===== config.mk =====
export PLATFORM = sky130hd
export DESIGN_NAME = scc_regs
export DESIGN_NICKNAME = d
export VERILOG_FILES = /design/src/design/scc_sync3.v /design/src/design/scc_regs.v
export VERILOG_INCLUDE_DIRS = /design/src /design/src/inc
export SDC_FILE = /design/constraint.sdc
export NUM_CORES = 1
export LEC_CHECK = 0
export ABC_AREA = 1
export ABC_CLOCK_PERIOD_IN_PS = 3020
export BUFFER_PORTS_ARGS = -buffer_cell sky130_fd_sc_hd__buf_4
export CORE_AREA = 8 8 134 136
export CTS_BUF_LIST = sky130_fd_sc_hd__clkbuf_8
export DETAILED_ROUTE_END_ITERATION = 10
export DIE_AREA = 0 0 142 144
export GPL_ROUTABILITY_DRIVEN = 0
export GPL_TIMING_DRIVEN = 1
export PLACE_DENSITY = 0.68
export SETUP_SLACK_MARGIN = 0.5
export SLEW_MARGIN = 0
export SYNTH_ARGS = -nofsm -noshare
export SYNTH_HDL_FRONTEND = slang
export SYNTH_SLANG_ARGS = --single-unit

===== constraint.sdc =====
create_clock -name clk -period 3.02 [get_ports clk]
set_input_delay 0.453 -clock clk [delete_from_list [all_inputs] [get_ports clk]]
set_output_delay 0.453 -clock clk [all_outputs]
set_load 0.03 [all_outputs]

===== src/inc/scc_defines.vh =====
`ifndef SCC_DEFINES_VH
`define SCC_DEFINES_VH
// Register addresses on the serial configuration port
`define SCC_ADDR_W 15
`define SCC_ADDR_PRIMARY 15'h0029
`define SCC_ADDR_SECONDARY 15'h002a
`define SCC_ADDR_POS0 15'h002c
`define SCC_ADDR_POS1 15'h002d
`define SCC_ADDR_POS2 15'h002e
// Reset values
`define SCC_PRIMARY_RST 8'h00
`define SCC_SECONDARY_RST 8'h00
// Primary register fields
`define SCC_PROC_EN_BIT 6
`define SCC_RECV_EN_BIT 5
`define SCC_FINE_BIT 4
`define SCC_SEL_MSB 3
`define SCC_SEL_LSB 0
// Secondary register fields
`define SCC_TS_EN_BIT 3
`define SCC_DEVCLK_PECL_BIT 2
`define SCC_SYSREF_PECL_BIT 1
`define SCC_INVERT_BIT 0
// Serial frame: read flag, address, then data bytes
`define SCC_HDR_BITS 5'd16
`define SCC_LAST_BIT 5'd23
// Capture delay line length in clock cycles
`define SCC_DLY_LEN 32
`endif


===== src/design/scc_sync3.v =====
`timescale 1ns/100ps
module scc_sync3 #(
   parameter W = 1
) (
   // Clock and reset
   input wire clk,
   input wire rst_n,
   // Asynchronous inputs and filtered result
   input wire [W-1:0] async_in,
   output reg [W-1:0] level_q
);
   reg [W-1:0] s1_q;
   reg [W-1:0] s2_q;
   reg [W-1:0] s3_q;
   genvar i;
   generate
      for (i = 0; i < W; i = i + 1) begin : g_bit
         always @(posedge clk or negedge rst_n) begin
            if (!rst_n) begin
               s1_q[i] <= 1'b0;
               s2_q[i] <= 1'b0;
               s3_q[i] <= 1'b0;
               level_q[i] <= 1'b0;
            end else begin
               s1_q[i] <= async_in[i];
               s2_q[i] <= s1_q[i];
               s3_q[i] <= s2_q[i];
               // A change counts only once two later stages agree
               if (s2_q[i] == s3_q[i]) begin
                  level_q[i] <= s3_q[i];
               end
            end
         end
      end
   endgenerate
endmodule


===== src/design/scc_regs.v =====
`timescale 1ns/100ps
`include "scc_defines.vh"
// Behaviour
// - Both control registers reset to zero
// - Processor enable gates SYSREF event processing
// - Receiver enable switches SYSREF receiver on
// - Fine scale selects smaller capture delay steps
// - Four-bit field selects SYSREF capture delay
// - Timestamp mode puts SYSREF on sample LSB with output timestamps enabled
// - Timestamp insertion only without decimation
// - Polarity bit inverts SYSREF before alignment
// - Device clock input PECL mode bit
// - SYSREF input PECL mode bit
// - Read-only 24-bit SYSREF edge position status
module scc_regs (
   // Clock and reset
   input wire clk,
   input wire rst_n,
   // Serial configuration port pins
   input wire spi_cs_n,
   input wire spi_sclk,
   input wire spi_sdi,
   output reg spi_sdo_q,
   output reg spi_sdo_oe_q,
   // SYSREF pin and position detector
   input wire sysref_in,
   input wire [23:0] edge_position_in,
   // Sample path
   input wire [11:0] sample_in,
   input wire sample_valid_in,
   input wire output_timestamp_enable,
   input wire decimation_bypass,
   output reg [11:0] sample_q,
   output reg sample_valid_q,
   // Analog and alignment controls
   output reg sysref_receiver_enable_q,
   output reg sysref_processor_enable_q,
   output reg window_delay_fine_scale_q,
   output reg [3:0] capture_delay_select_q,
   output reg sysref_as_timestamp_enable_q,
   output reg device_clock_dc_pecl_mode_q,
   output reg sysref_dc_pecl_mode_q,
   output reg sysref_polarity_invert_q,
   output reg sysref_event_q
);
   wire cs_n_s;
   wire cs_s;
   wire sclk_s;
   wire sdi_s;
   wire sysref_s;
   reg sclk_d1_q;
   reg [4:0] bit_cnt_q;
   reg [7:0] rx_q;
   reg [7:0] tx_q;
   reg rd_q;
   reg [`SCC_ADDR_W-1:0] addr_q;
   reg [23:0] pos_q;
   reg [`SCC_DLY_LEN-1:0] dly_q;
   reg aligned_d1_q;
   wire sclk_rise;
   wire sclk_fall;
   wire [7:0] rx_byte;
   wire [4:0] tap;
   wire aligned;

   // Pin inputs pass four flops before use
   // Select is filtered inverted so the reset level reads as deselected
   scc_sync3 #(.W(4)) u_sync (
      .clk(clk),
      .rst_n(rst_n),
      .async_in({~spi_cs_n, spi_sclk, spi_sdi, sysref_in}),
      .level_q({cs_s, sclk_s, sdi_s, sysref_s})
   );
   assign cs_n_s = !cs_s;

   function [7:0] read_byte;
      input [`SCC_ADDR_W-1:0] a;
      begin
         case (a)
            `SCC_ADDR_PRIMARY: read_byte = {1'b0, sysref_processor_enable_q,
               sysref_receiver_enable_q, window_delay_fine_scale_q,
               capture_delay_select_q};
            `SCC_ADDR_SECONDARY: read_byte = {4'h0, sysref_as_timestamp_enable_q,
               device_clock_dc_pecl_mode_q, sysref_dc_pecl_mode_q,
               sysref_polarity_invert_q};
            `SCC_ADDR_POS0: read_byte = pos_q[7:0];
            `SCC_ADDR_POS1: read_byte = pos_q[15:8];
            `SCC_ADDR_POS2: read_byte = pos_q[23:16];
            default: read_byte = 8'h00;
         endcase
      end
   endfunction

   assign sclk_rise = !cs_n_s && sclk_s && !sclk_d1_q;
   assign sclk_fall = !cs_n_s && !sclk_s && sclk_d1_q;
   assign rx_byte = {rx_q[6:0], sdi_s};

   // Serial frame: read flag, 15-bit address, then bytes with ascending address
   always @(posedge clk or negedge rst_n) begin
      if (!rst_n) begin
         sclk_d1_q <= 1'b0;
         bit_cnt_q <= 5'd0;
         rx_q <= 8'h00;
         tx_q <= 8'h00;
         rd_q <= 1'b0;
         addr_q <= {`SCC_ADDR_W{1'b0}};
         spi_sdo_q <= 1'b0;
         spi_sdo_oe_q <= 1'b0;
      end else begin
         sclk_d1_q <= sclk_s;
         if (cs_n_s) begin
            // Deselect aborts any partial byte
            bit_cnt_q <= 5'd0;
            rd_q <= 1'b0;
            spi_sdo_oe_q <= 1'b0;
            spi_sdo_q <= 1'b0;
         end else begin
            if (sclk_rise) begin
               rx_q <= rx_byte;
               bit_cnt_q <= (bit_cnt_q == `SCC_LAST_BIT) ? `SCC_HDR_BITS :
                  bit_cnt_q + 5'd1;
               if (bit_cnt_q == 5'd0) begin
                  rd_q <= sdi_s;
               end else if (bit_cnt_q < `SCC_HDR_BITS) begin
                  addr_q <= {addr_q[`SCC_ADDR_W-2:0], sdi_s};
               end
               if (bit_cnt_q == `SCC_HDR_BITS - 5'd1) begin
                  tx_q <= read_byte({addr_q[`SCC_ADDR_W-2:0], sdi_s});
               end else if (bit_cnt_q == `SCC_LAST_BIT) begin
                  addr_q <= addr_q + {{(`SCC_ADDR_W-1){1'b0}}, 1'b1};
                  tx_q <= read_byte(addr_q + {{(`SCC_ADDR_W-1){1'b0}}, 1'b1});
               end
            end
            if (sclk_fall && rd_q && bit_cnt_q >= `SCC_HDR_BITS) begin
               spi_sdo_q <= tx_q[7];
               tx_q <= {tx_q[6:0], 1'b0};
               spi_sdo_oe_q <= 1'b1;
            end
         end
      end
   end

   // Control registers; status addresses ignore writes
   always @(posedge clk or negedge rst_n) begin
      if (!rst_n) begin
         {sysref_processor_enable_q, sysref_receiver_enable_q} <= 2'b00;
         window_delay_fine_scale_q <= 1'b0;
         capture_delay_select_q <= 4'h0;
         sysref_as_timestamp_enable_q <= 1'b0;
         device_clock_dc_pecl_mode_q <= 1'b0;
         sysref_dc_pecl_mode_q <= 1'b0;
         sysref_polarity_invert_q <= 1'b0;
      end else if (sclk_rise && !rd_q && bit_cnt_q == `SCC_LAST_BIT) begin
         if (addr_q == `SCC_ADDR_PRIMARY) begin
            sysref_processor_enable_q <= rx_byte[`SCC_PROC_EN_BIT];
            sysref_receiver_enable_q <= rx_byte[`SCC_RECV_EN_BIT];
            window_delay_fine_scale_q <= rx_byte[`SCC_FINE_BIT];
            capture_delay_select_q <= rx_byte[`SCC_SEL_MSB:`SCC_SEL_LSB];
         end
         if (addr_q == `SCC_ADDR_SECONDARY) begin
            sysref_as_timestamp_enable_q <= rx_byte[`SCC_TS_EN_BIT];
            device_clock_dc_pecl_mode_q <= rx_byte[`SCC_DEVCLK_PECL_BIT];
            sysref_dc_pecl_mode_q <= rx_byte[`SCC_SYSREF_PECL_BIT];
            sysref_polarity_invert_q <= rx_byte[`SCC_INVERT_BIT];
         end
      end
   end

   // Coarse steps are two cycles, fine steps one; fine halves the reach
   assign tap = window_delay_fine_scale_q ? {1'b0, capture_delay_select_q} :
      {capture_delay_select_q, 1'b0};
   assign aligned = dly_q[tap];

   // SYSREF path: invert, gate by receiver, delay, then process
   always @(posedge clk or negedge rst_n) begin
      if (!rst_n) begin
         dly_q <= {`SCC_DLY_LEN{1'b0}};
         aligned_d1_q <= 1'b0;
         sysref_event_q <= 1'b0;
         pos_q <= 24'h000000;
         sample_q <= 12'h000;
         sample_valid_q <= 1'b0;
      end else begin
         // Receiver off holds the line low so no false edge reaches alignment
         dly_q <= {dly_q[`SCC_DLY_LEN-2:0],
            sysref_receiver_enable_q & (sysref_s ^ sysref_polarity_invert_q)};
         aligned_d1_q <= aligned;
         // Processing assumes the receiver was enabled first
         sysref_event_q <= sysref_processor_enable_q & aligned & !aligned_d1_q;
         pos_q <= edge_position_in;
         sample_valid_q <= sample_valid_in;
         sample_q[11:1] <= sample_in[11:1];
         sample_q[0] <= (sysref_as_timestamp_enable_q && output_timestamp_enable &&
            decimation_bypass) ? aligned : sample_in[0];
      end
   end
endmodule


==> impl_table.tex <==
\begin{tabular}{lr}
\hline
Metric & Value \\
\hline
\multicolumn{2}{l}{\textbf{Placement}} \\
Number of buffer cells added on primary ports & 71 \\
Detailed placer's ending HPWL & 11,000 um \\
\multicolumn{2}{l}{\textbf{STA}} \\
Max Freq & 440 MHz \\
Final slew viol count & 0 \\
Worst clock skew & 0.0164 ns \\
RSZ-0062 raised after global routing & yes \\
Worst slew margin & 0.493 \\
Final Setup Violations & 0 \\
Number of hold-slack violations in the final timing report & 0 \\
Final critical delay including setup and external delays & 2.27 ns \\
Measured slew at the worst slew-check pin & 0.752 ns \\
Portion of the clock cycle consumed by the worst path in the final layout & 0.753 \\
Total negative slack for setup checks & 0 ns \\
\multicolumn{2}{l}{\textbf{Drt}} \\
Overall via count from detail\_route & 5,117 \\
Routed WL per cell & 14.9 um \\
Number of remaining DRC errors & 0 \\
Final antenna-violating net count & 0 \\
Routed vias/inst & 5.03 \\
TritonRoute pass-1 iters & 5 \\
WL final & 15,100 um \\
DRT iter0 DRCs & 336 \\
\multicolumn{2}{l}{\textbf{Logic synthesis}} \\
Mux cell area share after synthesis & 0 \\
Top cells by instance count after synthesis & 163 x nand2\_1, 136 x dfrtp\_1, 73 x inv\_1, 69 x nor2\_1, 65 x nand3\_1 \\
Post-synthesis share of cell area spent on and, or, nand and nor gates & 0.241 \\
Post-synth top area cell & dfrtp\_1 \\
Number of instances in the synthesized netlist & 702 \\
Number of distinct library cells after synthesis & 38 \\
Area fraction of the dominant cell type after synthesis & 0.553 \\
Compound-Gate Fraction of Synth Area & 0.111 \\
Number of warnings printed during yosys synthesis & 0 \\
Most frequently used flop master after synthesis & dfrtp\_1 \\
Average cell area after synthesis & 8.77 um\^{}2 \\
Adder-cell share of the synthesized area & 0.0228 \\
Area contributors post-synth & dfrtp\_1 55\%, nand2\_1 9.9\%, nand3\_1 5.3\% \\
Synth Area in XOR/XNOR & 0.00854 \\
Total standard cell area after synthesis & 0.00615 mm\^{}2 \\
Most repeated cell in the gate-level netlist after synthesis & nand2\_1 \\
Net count of the mapped netlist & 755 \\
Flip-flop and latch count after synthesis & 136 \\
Main combinational cell family by area after synthesis & simple AND/OR/NAND/NOR gates \\
Number of flops mapped to enable cells by yosys & 0 \\
Async set or reset register ratio after synthesis & 1.00 \\
Post-synthesis sequential area ratio & 0.553 \\
\multicolumn{2}{l}{\textbf{Clocking}} \\
TritonCTS buffer count & 17 \\
Maximum clock path buffer count & 2 \\
TritonCTS clock tree & yes \\
Clock slew at reported path FFs & 0.08 ns \\
H-tree lvl count & 4 \\
Count of clock tree sinks & 136 \\
Hold-fix buffers at CTS & 0 \\
Insertion delay of the later-clocked pin in the worst-skew pair & 0.45 ns \\
Clock root buffer master & clkbuf\_8 \\
Post-CTS Setup Bufs & 0 \\
\multicolumn{2}{l}{\textbf{Final layout}} \\
Fraction of layout instances using a drive strength above 1 & 0.180 \\
Final design utilization & 0.464 \\
Final net count & 838 \\
Layout overhead on the synthesized area & 21.0\% \\
Antenna diode count & 0 \\
Number of fill cells & 1,572 \\
\multicolumn{2}{l}{\textbf{Min path}} \\
Worst min path class & primary input to asynchronous set/reset pin \\
\multicolumn{2}{l}{\textbf{Critical path}} \\
Data required time at the worst endpoint & 3.41 ns \\
Total buffers and inverters traversed by the critical path & 4 \\
Crit Path Category & flip-flop to flip-flop \\
Setup crit end kind & flip-flop \\
Worst path slowest cell & dfrtp\_1 \\
Startpoint kind of the worst setup timing path & flip-flop \\
CP Max Fanout & 8 \\
Worst endpoint data arrival time & 2.66 ns \\
Crit path cell chain & inv\_1 > nand4\_1 > nor2\_4 > nand2\_1 > nor3\_4 > buf\_4 > inv\_1 > a21oi\_2 > inv\_1 > nor2\_1 > nor2\_1 > nand2\_1 > nand2\_1 > nand2\_1 \\
CP delay by family, top & simple AND/OR/NAND/NOR gates \\
Biggest cell delay along the critical path & 0.45 ns \\
Most Frequent Cell on Critical Path & nand2\_1 \\
\multicolumn{2}{l}{\textbf{Die}} \\
Die area & 0.0204 mm\^{}2 \\
Die height & 144 um \\
Die extent in x & 142 um \\
CORE AREA & 0.0161 mm\^{}2 \\
I/O pin count & 72 \\
Effective utilization at floorplan & 0.383 \\
\# rows & 47 \\
\multicolumn{2}{l}{\textbf{Global routing}} \\
Via count of the first global-routing pass & 5,072 \\
Largest net degree at the start of global routing & 70 \\
GR Util All Layers & 0.158 \\
Initial antenna violation count & 0 \\
First-pass GRT wire length & 25,500 um \\
Overflow left after global routing & 0 \\
\multicolumn{2}{l}{\textbf{Power and ir drop}} \\
Leakage power figure & 0.00353 uW \\
Max VDD drop & 362 uV \\
Total power density per cell area & 644 mW/mm\^{}2 \\
\multicolumn{2}{l}{\textbf{Run}} \\
Number of maximum-capacitance violations & 0 \\
\multicolumn{2}{l}{\textbf{Outcome}} \\
Result of the run & finished clean \\
\hline
\end{tabular}
metrics by stage:
stage / total power [uW] / setup WS (ns) / cells / instance area [um^2] / hold slack, ns
after floorplan: 2870 / 0.865 / 702 / 6150 / 0.157
after global placement: 3170 / 0.564 / 986 / 6970 / 0.334
after detailed placement: 3180 / 0.501 / 986 / 6970 / 0.336
after CTS: 4830 / 0.543 / 1018 / 7410 / 0.0121
after global routing: 5100 / 0.494 / 1018 / 7450 / 0.0422
final: 4800 / 0.747 / 1018 / 7450 / 0.0134
layer usage:
metal,routed length [um],global-route usage,vias up,part of all wire
met5,0,0,-,0
met4,274,0.0497,0,0.018
met3,1170,0.0545,20,0.077
met2,6850,0.244,171,0.45
met1,6840,0.205,2435,0.45
li1,-,-,2491,-
power breakdown:
| group | total, uW | internal [uW] | switching, uW | leakage (uW) |
|---|---|---|---|---|
| combinational | 948 | 306 | 642 | 0.00159 |
| clock | 1620 | 901 | 716 | 0.000214 |
| sequential | 2230 | 2010 | 228 | 0.00173 |
| total | 4800 | 3210 | 1590 | 0.00353 |
repair_timing:
| action | CTS | global route |
|---|---|---|
| cloned | 0 | 0 |
| resized for setup | 1 | 11 |
| endpoints found under the setup margin | 1 | 15 |
path summary, 6_finish.rpt:
| kind | cells after the start | end | slack, ns | start |
|---|---|---|---|---|
| setup reg to reg | 14 | tx_q[5]$_DFFE_PN0P_ | 0.75 | addr_q[10]$_DFFE_PN0P_ |
| min in group clk | 1 | pos_q[10]$_DFF_PN0_ | 0.10 | edge_position_in[10] |
| max in group asynchronous | 2 | sample_q[4]$_DFF_PN0_ | 2.27 | rst_n |
| setup / recovery | 14 | tx_q[5]$_DFFE_PN0P_ | 0.75 | addr_q[10]$_DFFE_PN0P_ |
| hold reg to reg | 0 | u_sync.s2_q[1]$_DFF_PN0_ | 0.35 | u_sync.s1_q[1]$_DFF_PN0_ |
| hold / removal | 1 | window_delay_fine_scale_q$_DFFE_PN0P_ | 0.01 | rst_n |
sequential cells by signal, summed over array words and instances, names as in the netlist, 4 cells and up:
register / cells
rx_q: 6
u_sync.s3_q: 4
pos_q: 24
u_sync.s1_q: 4
capture_delay_select_q: 4
tx_q: 8
dly_q: 32
u_sync.s2_q: 4
sample_q: 12
addr_q: 15
bit_cnt_q: 5
u_sync.level_q: 4
area by class of cell:
class,instances,area (um^2),share of cell area
inverters,77,289,0.0388
clock inverters,15,200,0.0269
flip-flops and latches,136,3410,0.457
clock buffers,17,234,0.0314
multi-input cells,470,2400,0.322
well taps,220,275,0.0369
repair buffers,83,643,0.0863
worst reg2reg max path, cell delays in order (launching register included):
cell	delay, ns
dfrtp_1	0.45
inv_1	0.14
nand4_1	0.16
nor2_4	0.21
nand2_1	0.12
nor3_4	0.12
buf_4	0.18
inv_1	0.07
a21oi_2	0.31
inv_1	0.12
nor2_1	0.13
nor2_1	0.05
nand2_1	0.07
nand2_1	0.05
nand2_1	0.05
cells in the final DEF, fill, tap and decap left out, drive strengths merged, types with 2 or more instances in the layout:
| master | synthesis | layout |
|---|---|---|
| nand2 | 165 | 165 |
| dfrtp | 136 | 136 |
| buf | 10 | 83 |
| inv | 77 | 80 |
| nor2 | 78 | 78 |
| nand3 | 66 | 66 |
| o21ai | 64 | 64 |
| nand4 | 20 | 20 |
| clkbuf | 9 | 17 |
| a21oi | 16 | 16 |
| ha | 8 | 8 |
| o211ai | 7 | 7 |
| a32oi | 7 | 7 |
| o22ai | 6 | 6 |
| nor3 | 6 | 6 |
| o221ai | 5 | 5 |
| clkinv | 0 | 5 |
| a22oi | 4 | 4 |
| xor2 | 4 | 4 |
| maj3 | 4 | 4 |
| o21bai | 4 | 4 |
| bufinv | 0 | 4 |
| clkinvlp | 0 | 3 |
| xnor2 | 2 | 2 |
cells by family (layout without fill, tap and decap cells):
logic type	Yosys count	after routing
and+or+nand+nor	336	336
DFF	136	136
xor gates and xnor gates	6	6
buffers and inverters	96	192
AOI/OAI and AO/OA	116	116
adders and majority gates	12	12
(Power assumes the default switching activity.)
